$ cat src/rtl/frs_pkg.sv
// constants and types for the floppy result-status and command block
// Behaviour
// - Rate register is write-only, survives soft reset, hard reset selects 250 kb/s.
// - Active rate follows whichever of rate or alternate rate register was last written.
// - Two low bits pick the rate, reset to 10; upper bits written as zero.
// - Code 11/00/01/10 gives 1M/500k/300k/250k in MFM; illegal/250k/150k/125k in FM.
// - Alternate mode: bit 2 stored without effect, readable, survives soft reset.
// - Status bytes leave the data port only in a result phase; 1 means active.
// - First byte top bits: 00 normal, 01 abnormal, 10 invalid, 11 ready change.
// - First byte bit 5 on positioning end, bit 4 on track-zero failure, bit 3 zero.
// - First byte carries head select pin and drive number at execution end.
// - Second byte bit 7 when last sector ends without terminal count.
// - Second byte bit 5 is CRC error; third byte bit 5 tells data field.
// - Second byte flags host servicing too late: overrun or underrun.
// - Second byte bit 2 when sector, clean address field or start sector missing.
// - Second byte bit 1 when write protect active as format is issued.
// - Second byte bit 0 missing mark; third byte bit 0 tells data mark.
// - Third byte bit 6 on deleted mark in read/scan, normal mark in read deleted.
// - Third byte bits 5 and 0 also set second byte bits 5 and 0.
// - Sector missing with other recorded track sets bit 4; track FF also bit 1.
// - Scan sets third byte bit 3 on equal, bit 2 when nothing satisfies.
// - Fourth byte: protect, track zero, head, drive; bits 5,3 one, bit 7 zero.
// - Opcode sets byte count; unknown opcode gives result byte 80 hex at once.
// - Configure takes three bytes, loads settings, returns nothing.
// - Format takes ID bytes in execution, returns three status bytes plus one.
// - Dump returns tracks, timing, sector count, lock/perp, config, precomp track.
package frs_pkg;
	localparam logic [1:0] RATE_RST = 2'h2;
	localparam logic [1:0] RATE_1M = 2'h3;
	localparam logic [1:0] RATE_500K = 2'h0;
	localparam logic [1:0] RATE_300K = 2'h1;
	localparam int RATE_LO_BIT = 0;
	localparam int PRECOMP_BIT = 2;
	localparam logic [7:0] CFG_RST = 8'h00;
	localparam logic [7:0] PRECOMP_START_TRACK_RST = 8'h00;
	localparam logic [7:0] ST_INVALID = 8'h80;
	localparam logic [7:0] TRACK_BAD = 8'hFF;
	localparam logic [7:0] UNDEF_BYTE = 8'h00;
	localparam logic [1:0] IC_NORMAL = 2'h0;
	localparam logic [1:0] IC_ABNORMAL = 2'h1;
	localparam logic [1:0] IC_READY = 2'h3;
	localparam logic [7:0] OP_CONFIGURE = 8'h13;
	localparam logic [7:0] OP_DUMPREG = 8'h0E;
	localparam logic [7:0] OP_FORMAT = 8'h0D;
	localparam logic [7:0] OP_LOCK = 8'h14;
	localparam logic [7:0] OP_MODE = 8'h01;
	localparam logic [7:0] OP_PERP = 8'h12;
	localparam logic [7:0] OP_READ = 8'h06;
	localparam logic [7:0] OP_READ_DEL = 8'h0C;
	localparam logic [7:0] OP_READ_ID = 8'h0A;
	localparam logic [7:0] OP_READ_TRK = 8'h02;
	localparam logic [7:0] OP_RECAL = 8'h07;
	localparam logic [7:0] OP_REL_SEEK = 8'h8F;
	localparam logic [7:0] OP_SCAN_EQ = 8'h11;
	localparam logic [7:0] OP_SCAN_HI = 8'h1D;
	localparam logic [7:0] OP_DRV_STAT = 8'h04;
	localparam logic [7:0] MASK_ALL = 8'hFF;
	localparam logic [7:0] MASK_MFM = 8'hBF;
	localparam logic [7:0] MASK_MT = 8'h1F;
	localparam logic [7:0] MASK_LOCK = 8'h7F;
	localparam logic [7:0] MASK_REL = 8'hBF;
	localparam logic [3:0] LEN_RW = 4'h9;
	localparam logic [3:0] LEN_FMT = 4'h6;
	localparam logic [3:0] LEN_CFG = 4'h4;
	localparam logic [3:0] LEN_MODE = 4'h5;
	localparam logic [3:0] LEN_REL = 4'h3;
	localparam logic [3:0] LEN_TWO = 4'h2;
	localparam logic [3:0] LEN_ONE = 4'h1;
	localparam logic [3:0] RES_RW = 4'h7;
	localparam logic [3:0] RES_FMT = 4'h4;
	localparam logic [3:0] RES_DUMP = 4'hA;
	localparam logic [3:0] RES_ONE = 4'h1;
	localparam logic [3:0] RES_NONE = 4'h0;
	localparam int PRM_HDDS = 0;
	localparam int PRM_TRACK = 1;
	localparam int PRM_CFG = 1;
	localparam int PRM_PRECOMP_START_TRACK = 2;
	localparam int PRM_SPT = 2;
	localparam int PRM_EOT = 5;
	typedef enum logic [1:0] {FRS_IDLE, FRS_CMD, FRS_EXEC, FRS_RES} frs_state_t;
	typedef enum logic [3:0] {
		K_INV, K_CFG, K_DUMP, K_FMT, K_LOCK, K_MODE, K_PERP,
		K_RW, K_RDDEL, K_SCAN, K_POS, K_DSTAT
	} frs_kind_t;
endpackage : frs_pkg

$ cat src/rtl/frs_core.sv
// rate control register, result status bytes and command sequencing
`timescale 1ns/100ps
module frs_core (
	input wire logic mclk_i,
	input wire logic arst_n_i,
	input wire logic soft_reset_i,
	input wire logic alt_mode_i,
	input wire logic fm_mode_i,
	input wire logic rate_wr_i,
	input wire logic [7:0] rate_wdata_i,
	input wire logic alt_rate_wr_i,
	input wire logic [1:0] alt_rate_i,
	input wire logic data_wr_i,
	input wire logic [7:0] data_wdata_i,
	input wire logic data_rd_i,
	input wire logic wp_pin_i,
	input wire logic track_zero_pin_i,
	input wire logic head_select_pin_i,
	input wire logic terminal_count_pin_i,
	input wire logic exec_done_i,
	input wire logic ev_abnormal_i,
	input wire logic ev_ready_change_i,
	input wire logic ev_seek_end_i,
	input wire logic ev_track0_fail_i,
	input wire logic ev_last_byte_i,
	input wire logic ev_crc_addr_i,
	input wire logic ev_crc_data_i,
	input wire logic ev_overrun_i,
	input wire logic ev_no_sector_i,
	input wire logic [7:0] recorded_track_i,
	input wire logic ev_no_addr_mark_i,
	input wire logic ev_no_data_mark_i,
	input wire logic ev_deleted_mark_i,
	input wire logic ev_normal_mark_i,
	input wire logic ev_scan_equal_i,
	input wire logic ev_scan_unmet_i,
	input wire logic [31:0] result_id_i,
	input wire logic [31:0] drive_tracks_i,
	input wire logic [15:0] timing_bytes_i,
	output logic [1:0] rate_code_o,
	output logic [9:0] rate_kbps_o,
	output logic rate_illegal_o,
	output logic precomp_off_bit_o,
	output logic [7:0] config_o,
	output logic [7:0] precomp_start_track_o,
	output logic [31:0] mode_o,
	output logic [7:0] perp_o,
	output logic lock_o,
	output logic exec_start_o,
	output logic [7:0] exec_opcode_o,
	output logic [71:0] exec_params_o,
	output logic cmd_ready_o,
	output logic result_valid_o,
	output logic [7:0] data_rdata_o
);
	typedef struct packed {
		frs_pkg::frs_state_t st;
		frs_pkg::frs_kind_t kind;
		logic [1:0] rate;
		logic precomp_off_bit;
		logic [7:0] cfg;
		logic [7:0] precomp_start_track;
		logic lock;
		logic [31:0] mode;
		logic [7:0] perp;
		logic [7:0] opc;
		logic [8:0][7:0] prm;
		logic [3:0] idx;
		logic [3:0] len;
		logic [7:0] st0;
		logic [7:0] st1;
		logic [7:0] st2;
		logic [7:0] st3;
		logic [7:0] eot;
		logic start;
		logic [7:0] rdata;
	} frs_regs_t;

	frs_regs_t s_r;
	frs_regs_t s_nxt;

	function automatic logic hit(input logic [7:0] op, input logic [7:0] code,
		input logic [7:0] mask);
		return (op & mask) == code;
	endfunction : hit

	// command length and class from the opcode
	function automatic logic [7:0] decode(input logic [7:0] op);
		logic [7:0] r;
		r = {frs_pkg::K_INV, frs_pkg::LEN_ONE};
		if (hit(op, frs_pkg::OP_CONFIGURE, frs_pkg::MASK_ALL)) begin
			r = {frs_pkg::K_CFG, frs_pkg::LEN_CFG};
		end else if (hit(op, frs_pkg::OP_DUMPREG, frs_pkg::MASK_ALL)) begin
			r = {frs_pkg::K_DUMP, frs_pkg::LEN_ONE};
		end else if (hit(op, frs_pkg::OP_FORMAT, frs_pkg::MASK_MFM)) begin
			r = {frs_pkg::K_FMT, frs_pkg::LEN_FMT};
		end else if (hit(op, frs_pkg::OP_LOCK, frs_pkg::MASK_LOCK)) begin
			r = {frs_pkg::K_LOCK, frs_pkg::LEN_ONE};
		end else if (hit(op, frs_pkg::OP_MODE, frs_pkg::MASK_ALL)) begin
			r = {frs_pkg::K_MODE, frs_pkg::LEN_MODE};
		end else if (hit(op, frs_pkg::OP_PERP, frs_pkg::MASK_ALL)) begin
			r = {frs_pkg::K_PERP, frs_pkg::LEN_TWO};
		end else if (hit(op, frs_pkg::OP_READ, frs_pkg::MASK_MT)
			|| hit(op, frs_pkg::OP_READ_TRK, frs_pkg::MASK_MFM)) begin
			r = {frs_pkg::K_RW, frs_pkg::LEN_RW};
		end else if (hit(op, frs_pkg::OP_READ_DEL, frs_pkg::MASK_MT)) begin
			r = {frs_pkg::K_RDDEL, frs_pkg::LEN_RW};
		end else if (hit(op, frs_pkg::OP_READ_ID, frs_pkg::MASK_MFM)) begin
			r = {frs_pkg::K_RW, frs_pkg::LEN_TWO};
		end else if (hit(op, frs_pkg::OP_SCAN_EQ, frs_pkg::MASK_MT)
			|| hit(op, frs_pkg::OP_SCAN_HI, frs_pkg::MASK_MT)) begin
			r = {frs_pkg::K_SCAN, frs_pkg::LEN_RW};
		end else if (hit(op, frs_pkg::OP_RECAL, frs_pkg::MASK_ALL)) begin
			r = {frs_pkg::K_POS, frs_pkg::LEN_TWO};
		end else if (hit(op, frs_pkg::OP_REL_SEEK, frs_pkg::MASK_REL)) begin
			r = {frs_pkg::K_POS, frs_pkg::LEN_REL};
		end else if (hit(op, frs_pkg::OP_DRV_STAT, frs_pkg::MASK_ALL)) begin
			r = {frs_pkg::K_DSTAT, frs_pkg::LEN_TWO};
		end
		return r;
	endfunction : decode

	function automatic logic [3:0] res_count(input frs_pkg::frs_kind_t k);
		logic [3:0] c;
		c = frs_pkg::RES_NONE;
		unique case (k)
			frs_pkg::K_INV, frs_pkg::K_LOCK, frs_pkg::K_DSTAT: c = frs_pkg::RES_ONE;
			frs_pkg::K_DUMP: c = frs_pkg::RES_DUMP;
			frs_pkg::K_FMT: c = frs_pkg::RES_FMT;
			frs_pkg::K_RW, frs_pkg::K_RDDEL, frs_pkg::K_SCAN: c = frs_pkg::RES_RW;
			frs_pkg::K_CFG, frs_pkg::K_MODE, frs_pkg::K_PERP, frs_pkg::K_POS: begin
				c = frs_pkg::RES_NONE;
			end
		endcase
		return c;
	endfunction : res_count

	logic [7:0] dec;
	logic cmd_done;
	logic [7:0] rbyte;

	always_comb begin
		s_nxt = s_r;
		s_nxt.start = 1'b0;
		dec = decode(data_wdata_i);
		cmd_done = 1'b0;
		// last write wins; rate register write wins over alternate rate write if both land at once
		if (alt_rate_wr_i) begin
			s_nxt.rate = alt_rate_i;
		end
		if (rate_wr_i) begin
			s_nxt.rate = rate_wdata_i[frs_pkg::RATE_LO_BIT +: 2];
			if (alt_mode_i) begin
				s_nxt.precomp_off_bit = rate_wdata_i[frs_pkg::PRECOMP_BIT];
			end
		end
		unique case (s_r.st)
			frs_pkg::FRS_IDLE: begin
				if (data_wr_i) begin
					s_nxt.opc = data_wdata_i;
					s_nxt.kind = frs_pkg::frs_kind_t'(dec[7:4]);
					s_nxt.len = dec[3:0];
					s_nxt.idx = 4'h1;
					s_nxt.prm = '0;
					cmd_done = dec[3:0] == frs_pkg::LEN_ONE;
					if (dec[3:0] != frs_pkg::LEN_ONE) begin
						s_nxt.st = frs_pkg::FRS_CMD;
					end
				end
			end
			frs_pkg::FRS_CMD: begin
				if (data_wr_i) begin
					s_nxt.prm[s_r.idx - 4'h1] = data_wdata_i;
					s_nxt.idx = s_r.idx + 4'h1;
					cmd_done = s_nxt.idx == s_r.len;
				end
			end
			frs_pkg::FRS_EXEC: begin
				// error flags are sticky for the whole execution
				if (terminal_count_pin_i == 1'b0 && ev_last_byte_i) begin
					s_nxt.st1[7] = 1'b1;
				end
				if (ev_crc_addr_i) begin
					s_nxt.st1[5] = 1'b1;
				end
				if (ev_crc_data_i) begin
					s_nxt.st1[5] = 1'b1;
					s_nxt.st2[5] = 1'b1;
				end
				if (ev_overrun_i) begin
					s_nxt.st1[4] = 1'b1;
				end
				if (ev_no_sector_i) begin
					s_nxt.st1[2] = 1'b1;
					if (recorded_track_i != s_r.prm[frs_pkg::PRM_TRACK]) begin
						s_nxt.st2[4] = 1'b1;
						s_nxt.st2[1] = s_nxt.st2[1]
							| (recorded_track_i == frs_pkg::TRACK_BAD);
					end
				end
				if (ev_no_addr_mark_i) begin
					s_nxt.st1[0] = 1'b1;
				end
				if (ev_no_data_mark_i) begin
					s_nxt.st1[0] = 1'b1;
					s_nxt.st2[0] = 1'b1;
				end
				if ((ev_deleted_mark_i && s_r.kind != frs_pkg::K_RDDEL)
					|| (ev_normal_mark_i && s_r.kind == frs_pkg::K_RDDEL)) begin
					s_nxt.st2[6] = 1'b1;
				end
				if (s_r.kind == frs_pkg::K_SCAN) begin
					s_nxt.st2[3] = s_nxt.st2[3] | ev_scan_equal_i;
					s_nxt.st2[2] = s_nxt.st2[2] | ev_scan_unmet_i;
				end
				if (ev_abnormal_i) begin
					s_nxt.st0[7:6] = frs_pkg::IC_ABNORMAL;
				end
				if (ev_ready_change_i) begin
					s_nxt.st0[7:6] = frs_pkg::IC_READY;
				end
				if (ev_seek_end_i) begin
					s_nxt.st0[5] = 1'b1;
				end
				if (ev_track0_fail_i) begin
					s_nxt.st0[4] = 1'b1;
				end
				if (exec_done_i) begin
					s_nxt.st0[3] = 1'b0;
					s_nxt.st0[2] = head_select_pin_i;
					s_nxt.st0[1:0] = s_r.prm[frs_pkg::PRM_HDDS][1:0];
					s_nxt.idx = 4'h0;
					s_nxt.len = res_count(s_r.kind);
					s_nxt.st = (s_nxt.len == frs_pkg::RES_NONE) ? frs_pkg::FRS_IDLE
						: frs_pkg::FRS_RES;
				end
			end
			frs_pkg::FRS_RES: begin
				if (data_rd_i) begin
					s_nxt.idx = s_r.idx + 4'h1;
					if (s_nxt.idx == s_r.len) begin
						s_nxt.st = frs_pkg::FRS_IDLE;
					end
				end
			end
		endcase
		if (cmd_done) begin
			s_nxt.idx = 4'h0;
			s_nxt.len = res_count(s_nxt.kind);
			s_nxt.st = (s_nxt.len == frs_pkg::RES_NONE) ? frs_pkg::FRS_IDLE
				: frs_pkg::FRS_RES;
			unique case (s_nxt.kind)
				frs_pkg::K_INV: s_nxt.st0 = frs_pkg::ST_INVALID;
				frs_pkg::K_CFG: begin
					s_nxt.cfg = s_nxt.prm[frs_pkg::PRM_CFG];
					s_nxt.precomp_start_track = s_nxt.prm[frs_pkg::PRM_PRECOMP_START_TRACK];
				end
				frs_pkg::K_MODE: s_nxt.mode = {s_nxt.prm[0], s_nxt.prm[1], s_nxt.prm[2],
					s_nxt.prm[3]};
				frs_pkg::K_PERP: s_nxt.perp = s_nxt.prm[0];
				frs_pkg::K_LOCK: s_nxt.lock = s_nxt.opc[7];
				frs_pkg::K_DUMP: begin
				end
				frs_pkg::K_DSTAT: begin
					s_nxt.st3 = {1'b0, wp_pin_i, 1'b1, track_zero_pin_i, 1'b1,
						s_nxt.prm[frs_pkg::PRM_HDDS][2:0]};
				end
				frs_pkg::K_FMT, frs_pkg::K_RW, frs_pkg::K_RDDEL, frs_pkg::K_SCAN,
				frs_pkg::K_POS: begin
					s_nxt.st = frs_pkg::FRS_EXEC;
					s_nxt.start = 1'b1;
					s_nxt.st0 = {frs_pkg::IC_NORMAL, 6'h00};
					s_nxt.st1 = 8'h00;
					s_nxt.st2 = 8'h00;
					if (s_nxt.kind == frs_pkg::K_FMT) begin
						s_nxt.st1[1] = wp_pin_i;
						s_nxt.eot = s_nxt.prm[frs_pkg::PRM_SPT];
					end else if (s_nxt.len == frs_pkg::RES_RW
						&& s_nxt.opc[3:0] != frs_pkg::OP_READ_ID[3:0]) begin
						s_nxt.eot = s_nxt.prm[frs_pkg::PRM_EOT];
					end
				end
			endcase
		end
		if (soft_reset_i) begin
			// rate code, precomp bit, mode and perp stay; configure settings stay only while locked
			s_nxt.st = frs_pkg::FRS_IDLE;
			s_nxt.idx = 4'h0;
			s_nxt.start = 1'b0;
			if (!s_r.lock) begin
				s_nxt.cfg = frs_pkg::CFG_RST;
				s_nxt.precomp_start_track = frs_pkg::PRECOMP_START_TRACK_RST;
			end
		end
		// preload the byte the host will read next
		rbyte = 8'h00;
		if (s_nxt.st == frs_pkg::FRS_RES) begin
			unique case (s_nxt.kind)
				frs_pkg::K_INV: rbyte = s_nxt.st0;
				frs_pkg::K_LOCK: rbyte = {3'h0, s_nxt.lock, 4'h0};
				frs_pkg::K_DSTAT: rbyte = s_nxt.st3;
				frs_pkg::K_DUMP: begin
					unique case (s_nxt.idx)
						4'h0, 4'h1, 4'h2, 4'h3: rbyte = drive_tracks_i[s_nxt.idx[1:0] * 8 +: 8];
						4'h4: rbyte = timing_bytes_i[15:8];
						4'h5: rbyte = timing_bytes_i[7:0];
						4'h6: rbyte = s_nxt.eot;
						4'h7: rbyte = {s_nxt.lock, 1'b0, s_nxt.perp[5:0]};
						4'h8: rbyte = s_nxt.cfg;
						default: rbyte = s_nxt.precomp_start_track;
					endcase
				end
				default: begin
					unique case (s_nxt.idx)
						4'h0: rbyte = s_nxt.st0;
						4'h1: rbyte = s_nxt.st1;
						4'h2: rbyte = s_nxt.st2;
						default: begin
							rbyte = (s_nxt.kind == frs_pkg::K_FMT) ? frs_pkg::UNDEF_BYTE
								: result_id_i[(4'h6 - s_nxt.idx) * 8 +: 8];
						end
					endcase
				end
			endcase
		end
		s_nxt.rdata = rbyte;
	end

	always_ff @(posedge mclk_i or negedge arst_n_i) begin
		if (!arst_n_i) begin
			s_r <= '0;
			s_r.st <= frs_pkg::FRS_IDLE;
			s_r.kind <= frs_pkg::K_INV;
			s_r.rate <= frs_pkg::RATE_RST;
			s_r.cfg <= frs_pkg::CFG_RST;
			s_r.precomp_start_track <= frs_pkg::PRECOMP_START_TRACK_RST;
		end else begin
			s_r <= s_nxt;
		end
	end

	// data rate in kb/s; zero marks the FM code that has no rate
	always_comb begin
		unique case (s_r.rate)
			frs_pkg::RATE_1M: rate_kbps_o = fm_mode_i ? 10'h000 : 10'h3E8;
			frs_pkg::RATE_500K: rate_kbps_o = fm_mode_i ? 10'h0FA : 10'h1F4;
			frs_pkg::RATE_300K: rate_kbps_o = fm_mode_i ? 10'h096 : 10'h12C;
			default: rate_kbps_o = fm_mode_i ? 10'h07D : 10'h0FA;
		endcase
	end

	assign rate_illegal_o = fm_mode_i && s_r.rate == frs_pkg::RATE_1M;
	assign rate_code_o = s_r.rate;
	assign precomp_off_bit_o = s_r.precomp_off_bit;
	assign config_o = s_r.cfg;
	assign precomp_start_track_o = s_r.precomp_start_track;
	assign mode_o = s_r.mode;
	assign perp_o = s_r.perp;
	assign lock_o = s_r.lock;
	assign exec_start_o = s_r.start;
	assign exec_opcode_o = s_r.opc;
	assign exec_params_o = s_r.prm;
	assign cmd_ready_o = s_r.st == frs_pkg::FRS_IDLE || s_r.st == frs_pkg::FRS_CMD;
	assign result_valid_o = s_r.st == frs_pkg::FRS_RES;
	assign data_rdata_o = s_r.rdata;
endmodule : frs_core

$ cat config.mk
export PLATFORM = sky130hd
export DESIGN_NAME = frs_core
export DESIGN_NICKNAME = d
export VERILOG_FILES = /design/src/rtl/frs_pkg.sv /design/src/rtl/frs_core.sv
export SDC_FILE = /design/constraint.sdc
export NUM_CORES = 1
export LEC_CHECK = 0
export BUFFER_PORTS_ARGS = -buffer_cell sky130_fd_sc_hd__buf_2
export CAP_MARGIN = 10
export CORE_UTILIZATION = 43
export DETAILED_ROUTE_END_ITERATION = 6
export GPL_TIMING_DRIVEN = 1
export PLACE_DENSITY = 0.66
export RECOVER_POWER = 25
export SYNTH_ARGS = -nofsm -noshare
export SYNTH_HDL_FRONTEND = slang
export SYNTH_SLANG_ARGS = --single-unit
$ cat constraint.sdc
create_clock -name mclk_i -period 11.4 [get_ports mclk_i]
set_input_delay 1.14 -clock mclk_i [delete_from_list [all_inputs] [get_ports mclk_i]]
set_output_delay 1.14 -clock mclk_i [all_outputs]
set_load 0.01 [all_outputs]
## After elaboration in Yosys (flattened, before gate mapping)

Cells that the tools add are included.

| operators by class | value |
|---|---|
| reductions and logical operators | 34 |
| $lt $le $gt $ge | 2 |
| shift-type cells | 2 |
| equal/unequal tests | 63 |
| bitwise logic cells | 4 |
| mux-type cells | 99 |
| add/sub/neg operators | 3 |

Operators by type and width:

| cell | count |
|---|---|
| 2-to-1 mux 8 bit | 23 |
| one-hot mux 72 bit (2 select lines) | 1 |
| 2-to-1 mux 88 bit | 1 |
| 2-to-1 mux 76 bit | 1 |
| bitwise mux 72 bit | 1 |
| 2-to-1 mux 16 bit | 4 |
| 2-to-1 mux 57 bit | 1 |
| == test 4 x 3 -> 1 bit, second input constant | 13 |
| 2-to-1 mux 49 bit | 1 |
| one-hot mux 8 bit (6 select lines) | 1 |
| one-hot mux 4 bit (5 select lines) | 2 |
| == test 4 bit, second input constant | 9 |
| 2-to-1 mux 9 bit | 4 |
| indexed part select 32 x 33 -> 8 bit | 1 |
| demux 8 bit (select 4 bit) | 1 |
| 2-to-1 mux 32 bit | 1 |
| one-hot mux 8 bit (4 select lines) | 1 |
| indexed part select 32 x 6 -> 8 bit | 1 |
| one-hot mux 10 bit (3 select lines) | 1 |
| 2-to-1 mux 2 bit | 14 |
| 2-to-1 mux 4 bit | 7 |
| == test 4 x 2 -> 1 bit, second input constant | 6 |
| 2-to-1 mux 1 bit | 24 |
| one-hot mux 8 bit (3 select lines) | 1 |
| 48 further kinds | 87 |

| word-level totals | value |
|---|---|
| register bits | 203 |
| output and inout port bits | 162 |

## Logic depth before layout (Yosys ltp)

| depth | value |
|---|---|
| depth after elaboration | 35 |
| depth in mapped cells | 20 |
| depth with buffers taken out | 16 |

## Least setup slack after synthesis

Ideal clock, no wire load.

| timing path | value |
|---|---|
| path kind | in2reg |
| start point | input port data_wdata_i[7] |
| end point | register s_r, in the netlist data_rdata_o[0] |
| path slack | 6.733 ns |
| stages | 18 |
| required time | 11.332 ns |
| arrival time | 4.599 ns |
| path through | buf_6 -> or3_1 -> a2111oi_2 -> or2_4 -> o41ai_4 -> a21oi_1 -> buf_2 -> inv_1 -> ha_1 -> nor4_1 -> o21ai_0 -> a222oi_1 -> buf_2 -> a21oi_1 -> o211ai_1 -> a221oi_1 -> o31ai_1 -> o221a_1 |

RTL lines:

| element | line | text |
|---|---|---|
| from (decl) | frs_core.sv:14 | `input wire logic [7:0] data_wdata_i,` |
| to (signal assigned) | frs_core.sv:338 | `s_r <= s_nxt;` |
| to (decl) | frs_core.sv:79 | `frs_regs_t s_r;` |

==> impl_table.tex <==
\begin{tabular}{lr}
\hline
Metric & Value \\
\hline
\multicolumn{2}{l}{\textbf{Synthesis}} \\
\quad Net Count, Synth & 1436 \\
\quad Most numerous cell types in the synthesized netlist & sky130\_fd\_sc\_hd\_\_dfrtp\_1 (202), sky130\_fd\_sc\_hd\_\_buf\_4 (151), sky130\_fd\_sc\_hd\_\_nand2\_1 (120) \\
\quad Number of instances in the synthesized netlist & 1289 \\
\quad Synth async-reset ratio & 100\% \\
\quad Top-count cell post-synth & sky130\_fd\_sc\_hd\_\_dfrtp\_1 \\
\quad Post-synthesis instance area & 12300 sq um \\
\quad Synth Register Bits & 203 \\
\quad Prevailing post-synth register cell & sky130\_fd\_sc\_hd\_\_dfrtp\_1 \\
\quad Area fraction of the dominant cell type after synthesis & 41.3\% \\
\quad Post-synthesis cell type with the largest combined area & sky130\_fd\_sc\_hd\_\_dfrtp\_1 \\
\quad Synthesized area per cell & 9.50 sq um \\
\quad Cells taking the most area after synthesis & sky130\_fd\_sc\_hd\_\_dfrtp\_1 (41\%), sky130\_fd\_sc\_hd\_\_buf\_4 (9.3\%), sky130\_fd\_sc\_hd\_\_a22o\_1 (4.2\%) \\
\quad Sequential cell area fraction in the yosys report & 41.5\% \\
\quad Synthesis Warnings & 0 \\
\quad Count of flip-flops with a built-in enable after synthesis & 0 \\
\quad Distinct cell type count of the synthesized netlist & 99 \\
\multicolumn{2}{l}{\textbf{Critical path}} \\
\quad Last element of the critical path & perp\_o[7]\$\_DFFE\_PN0P\_ \\
\quad Cells along the critical path & clkbuf\_1 -> clkbuf\_1 \\
\quad Critical path peak fanout & 94 \\
\quad Data arrival, critical path & 6.77 ns \\
\quad Nature of the critical path startpoint & primary input \\
\quad R2R setup slack & 6.35 ns \\
\quad Slowest CP cell & sky130\_fd\_sc\_hd\_\_clkbuf\_1 \\
\quad Startpoint of the worst-slack reg-to-reg timing path & s\_r[53]\$\_DFF\_PN0\_ \\
\quad Critical path class & primary input to async pin \\
\quad Launch point of the critical path & arst\_n\_i \\
\quad Cell mode on critical path & sky130\_fd\_sc\_hd\_\_clkbuf\_1 \\
\quad Endpoint required time on the critical path & 11.44 ns \\
\quad Cell count along the critical path & 2 \\
\quad R2R cell count & 17 \\
\quad Slowest Stage Delay on Critical Path & 3.47 ns \\
\quad Cell class contributing the biggest share of worst-path delay & buffers and inverters \\
\quad Crit. End Element & async pin \\
\quad Combined buffer and inverter count along the critical path & 2 \\
\quad Worst r2r dst & data\_rdata\_o[2]\$\_DFF\_PN0\_ \\
\multicolumn{2}{l}{\textbf{Timing}} \\
\quad Minimum period implied by the final worst setup slack & 6.74 ns \\
\quad Max-slew headroom at the worst pin & -236\% \\
\quad Post-Route Setup TNS & 0 ns \\
\quad Final worst clock skew & 0.0134 ns \\
\quad Final hold viol count & 0 \\
\quad Worst hold slack & 0.471 ns \\
\quad Actual slew at the worst max-slew pin & 5.03 ns \\
\quad Least setup slack across all paths after layout & 4.66 ns \\
\quad Unrepaired setup endpoints after global routing & false \\
\quad Number of slew-limit violations in the final report & 182 \\
\quad F\_max & 148 MHz \\
\quad Setup violation total in the final timing report & 0 \\
\quad Final period utilization & 59.1\% \\
\multicolumn{2}{l}{\textbf{Placement}} \\
\quad Cell area reported after detailed placement & 12900 sq um \\
\quad Placer's final routability congestion estimate & 0.951 \\
\quad Cell count after placement & 1755 \\
\quad HPWL Detailed & 28300 um \\
\quad Post-Place Worst Slack & 5.45 ns \\
\quad Number of port buffers & 291 \\
\multicolumn{2}{l}{\textbf{Pwr}} \\
\quad Static Leak & 6.83 nW \\
\quad Power after layout & 2.56 mW \\
\quad Power per Cell Area & 188 nW/um\^{}2 \\
\quad Max IR drop VDD & 0.107 mV \\
\multicolumn{2}{l}{\textbf{Clock network}} \\
\quad H-tree levels & 1 \\
\quad Hold-fix buffers, CTS & 0 \\
\quad Post-cts repair resize count & 0 \\
\quad Post-CTS clock slew at the launch and capture registers of the worst setup and hold paths & 0.06 ns \\
\quad Post-CTS Setup Bufs & 0 \\
\quad Number of sinks driven by the clock tree & 203 \\
\quad Clock tree buffer depth & 3 \\
\quad Source-to-sink clock delay at the later pin of the worst-skew pair & 0.51 ns \\
\quad Clock root buffer master & sky130\_fd\_sc\_hd\_\_clkbuf\_16 \\
\quad Clock buffers created by TritonCTS & 23 \\
\quad CTS tree & done \\
\multicolumn{2}{l}{\textbf{Layout}} \\
\quad Fillers & 2700 \\
\quad Share of post-route cells with drive strength above 1 & 28.6\% \\
\quad Final core occ & 48.6\% \\
\quad Area Overhead vs Synth & 10.9\% \\
\quad Antenna diodes & 0 \\
\quad Number of nets in the layout & 1550 \\
\quad Post-route cell area & 13600 sq um \\
\quad Post-Layout Cell Count & 1796 \\
\multicolumn{2}{l}{\textbf{Detailed routing}} \\
\quad Routed via count divided by cell count & 5.60 \\
\quad Number of DRC violations after detailed-routing iteration 0 & 893 \\
\quad Number of search-and-repair iterations in the first detailed-routing pass & 5 \\
\quad Total via count in the routed design & 10058 \\
\quad Number of nets still failing antenna checks after routing & 0 \\
\quad Drc violations & 0 \\
\quad Routed length per placed instance & 21.2 um \\
\quad Wirelength, routed & 38000 um \\
\multicolumn{2}{l}{\textbf{Flow run}} \\
\quad Count of maximum capacitance violations & 3 \\
\multicolumn{2}{l}{\textbf{Floorplanning}} \\
\quad DIE WIDTH & 171 um \\
\quad Floorplan row count & 61 \\
\quad Starting density of the core & 43.9\% \\
\quad Area enclosed by the die boundary & 29200 sq um \\
\quad Core outline area & 27900 sq um \\
\quad Die boundary height & 171 um \\
\quad I/O pins & 297 \\
\multicolumn{2}{l}{\textbf{Run status}} \\
\quad Violated checks & capacitance limit, slew limit \\
\quad Outcome & complete, but fails checks \\
\multicolumn{2}{l}{\textbf{GRT}} \\
\quad Pin count of the biggest net entering global routing & 95 \\
\quad Vias in the first global route & 9570 \\
\quad First-pass GRT wire length & 57400 um \\
\quad Antenna violations before repair & 0 \\
\quad All-Layer GR Usage & 26.0\% \\
\quad Sum of overflow across all layers after global routing & 0 \\
\multicolumn{2}{l}{\textbf{Worst hold path}} \\
\quad Worst hold path type & register to register \\
\hline
\end{tabular}
layout by cell type, fill, tap and decap left out, types with 7 or more instances in the layout:
cell,instances
sky130_fd_sc_hd__buf_2,289
sky130_fd_sc_hd__a22o_1,59
sky130_fd_sc_hd__mux2_2,31
sky130_fd_sc_hd__a21o_1,7
sky130_fd_sc_hd__dfrtp_1,202
sky130_fd_sc_hd__nand2b_1,17
sky130_fd_sc_hd__buf_4,10
sky130_fd_sc_hd__nand3_1,36
sky130_fd_sc_hd__and2_1,20
sky130_fd_sc_hd__a21oi_1,58
sky130_fd_sc_hd__ha_1,12
sky130_fd_sc_hd__nand4_1,9
sky130_fd_sc_hd__a211oi_1,9
sky130_fd_sc_hd__o31ai_1,10
sky130_fd_sc_hd__a22oi_1,18
sky130_fd_sc_hd__o211ai_1,9
sky130_fd_sc_hd__nor2b_1,12
sky130_fd_sc_hd__o21ai_1,9
sky130_fd_sc_hd__clkbuf_16,23
sky130_fd_sc_hd__xnor2_1,8
sky130_fd_sc_hd__o221ai_1,8
sky130_fd_sc_hd__nor2_1,95
sky130_fd_sc_hd__inv_1,43
sky130_fd_sc_hd__o21ai_0,66
sky130_fd_sc_hd__and3_1,10
sky130_fd_sc_hd__nor3_1,17
sky130_fd_sc_hd__xor2_1,11
sky130_fd_sc_hd__mux2i_1,28
sky130_fd_sc_hd__nand2_1,119
sky130_fd_sc_hd__clkbuf_1,15
sky130_fd_sc_hd__mux4_2,8
sky130_fd_sc_hd__a31oi_1,10
worst min-delay path by stage:
stage / start / end / slack (ns) / cells after the start
floorplan: s_r[20]$_DFF_PN0_ / s_r[20]$_DFF_PN0_ / 0.43 / 1
global placement: s_r[22]$_DFF_PN0_ / s_r[22]$_DFF_PN0_ / 0.45 / 1
detailed placement: s_r[22]$_DFF_PN0_ / s_r[22]$_DFF_PN0_ / 0.45 / 1
CTS: s_r[22]$_DFF_PN0_ / s_r[22]$_DFF_PN0_ / 0.47 / 1
global route: s_r[22]$_DFF_PN0_ / s_r[22]$_DFF_PN0_ / 0.49 / 1
finish: s_r[22]$_DFF_PN0_ / s_r[22]$_DFF_PN0_ / 0.47 / 1
registers in the layout, summed over array words and instances, names as in the netlist, 2 cells and up:
| signal | count |
|---|---|
| s_r | 54 |
| exec_params_o | 72 |
| precomp_start_track_o | 8 |
| exec_opcode_o | 8 |
| perp_o | 8 |
| config_o | 8 |
| rate_code_o | 2 |
| mode_o | 32 |
| data_rdata_o | 8 |
kinds of logic (layout without fill, tap and decap cells):
group                      Yosys count  count (layout)  share of synthesized area, %
AOI/OAI and AO/OA                  345             345                          20.6
xor gates and xnor gates            20              20                          1.54
adders and majority gates           12              12                          1.23
buffers and inverters              260             389                          12.9
DFF                                203             203                          41.5
muxes                               69              69                          6.79
and+or+nand+nor                    380             380                          15.4
layer usage:
metal  part of all wire [%]  global-route usage [%]
met5                      0                       0
met4                    3.0                    8.34
met3                    6.7                    4.40
met2                     45                    41.4
met1                     45                    35.8
final cells by class:
cell class                 count  area, sq um  area share, %
tap                          378          473           3.48
multi-input combinational    826         5600           41.2
sequential                   203         5080           37.4
clock inverter                 4         70.1          0.516
clock buffer                  36          654           4.82
inverter                      45          169           1.24
timing repair buffer         304         1540           11.3
where the power goes:
group	internal (mW)	switching [mW]	leakage (nW)	total [mW]
clock network	0.437	0.291	0.353	0.728
registers	0.796	0.0548	2.75	0.851
logic	0.336	0.640	3.73	0.976
Power figures use the tool's default switching activity.
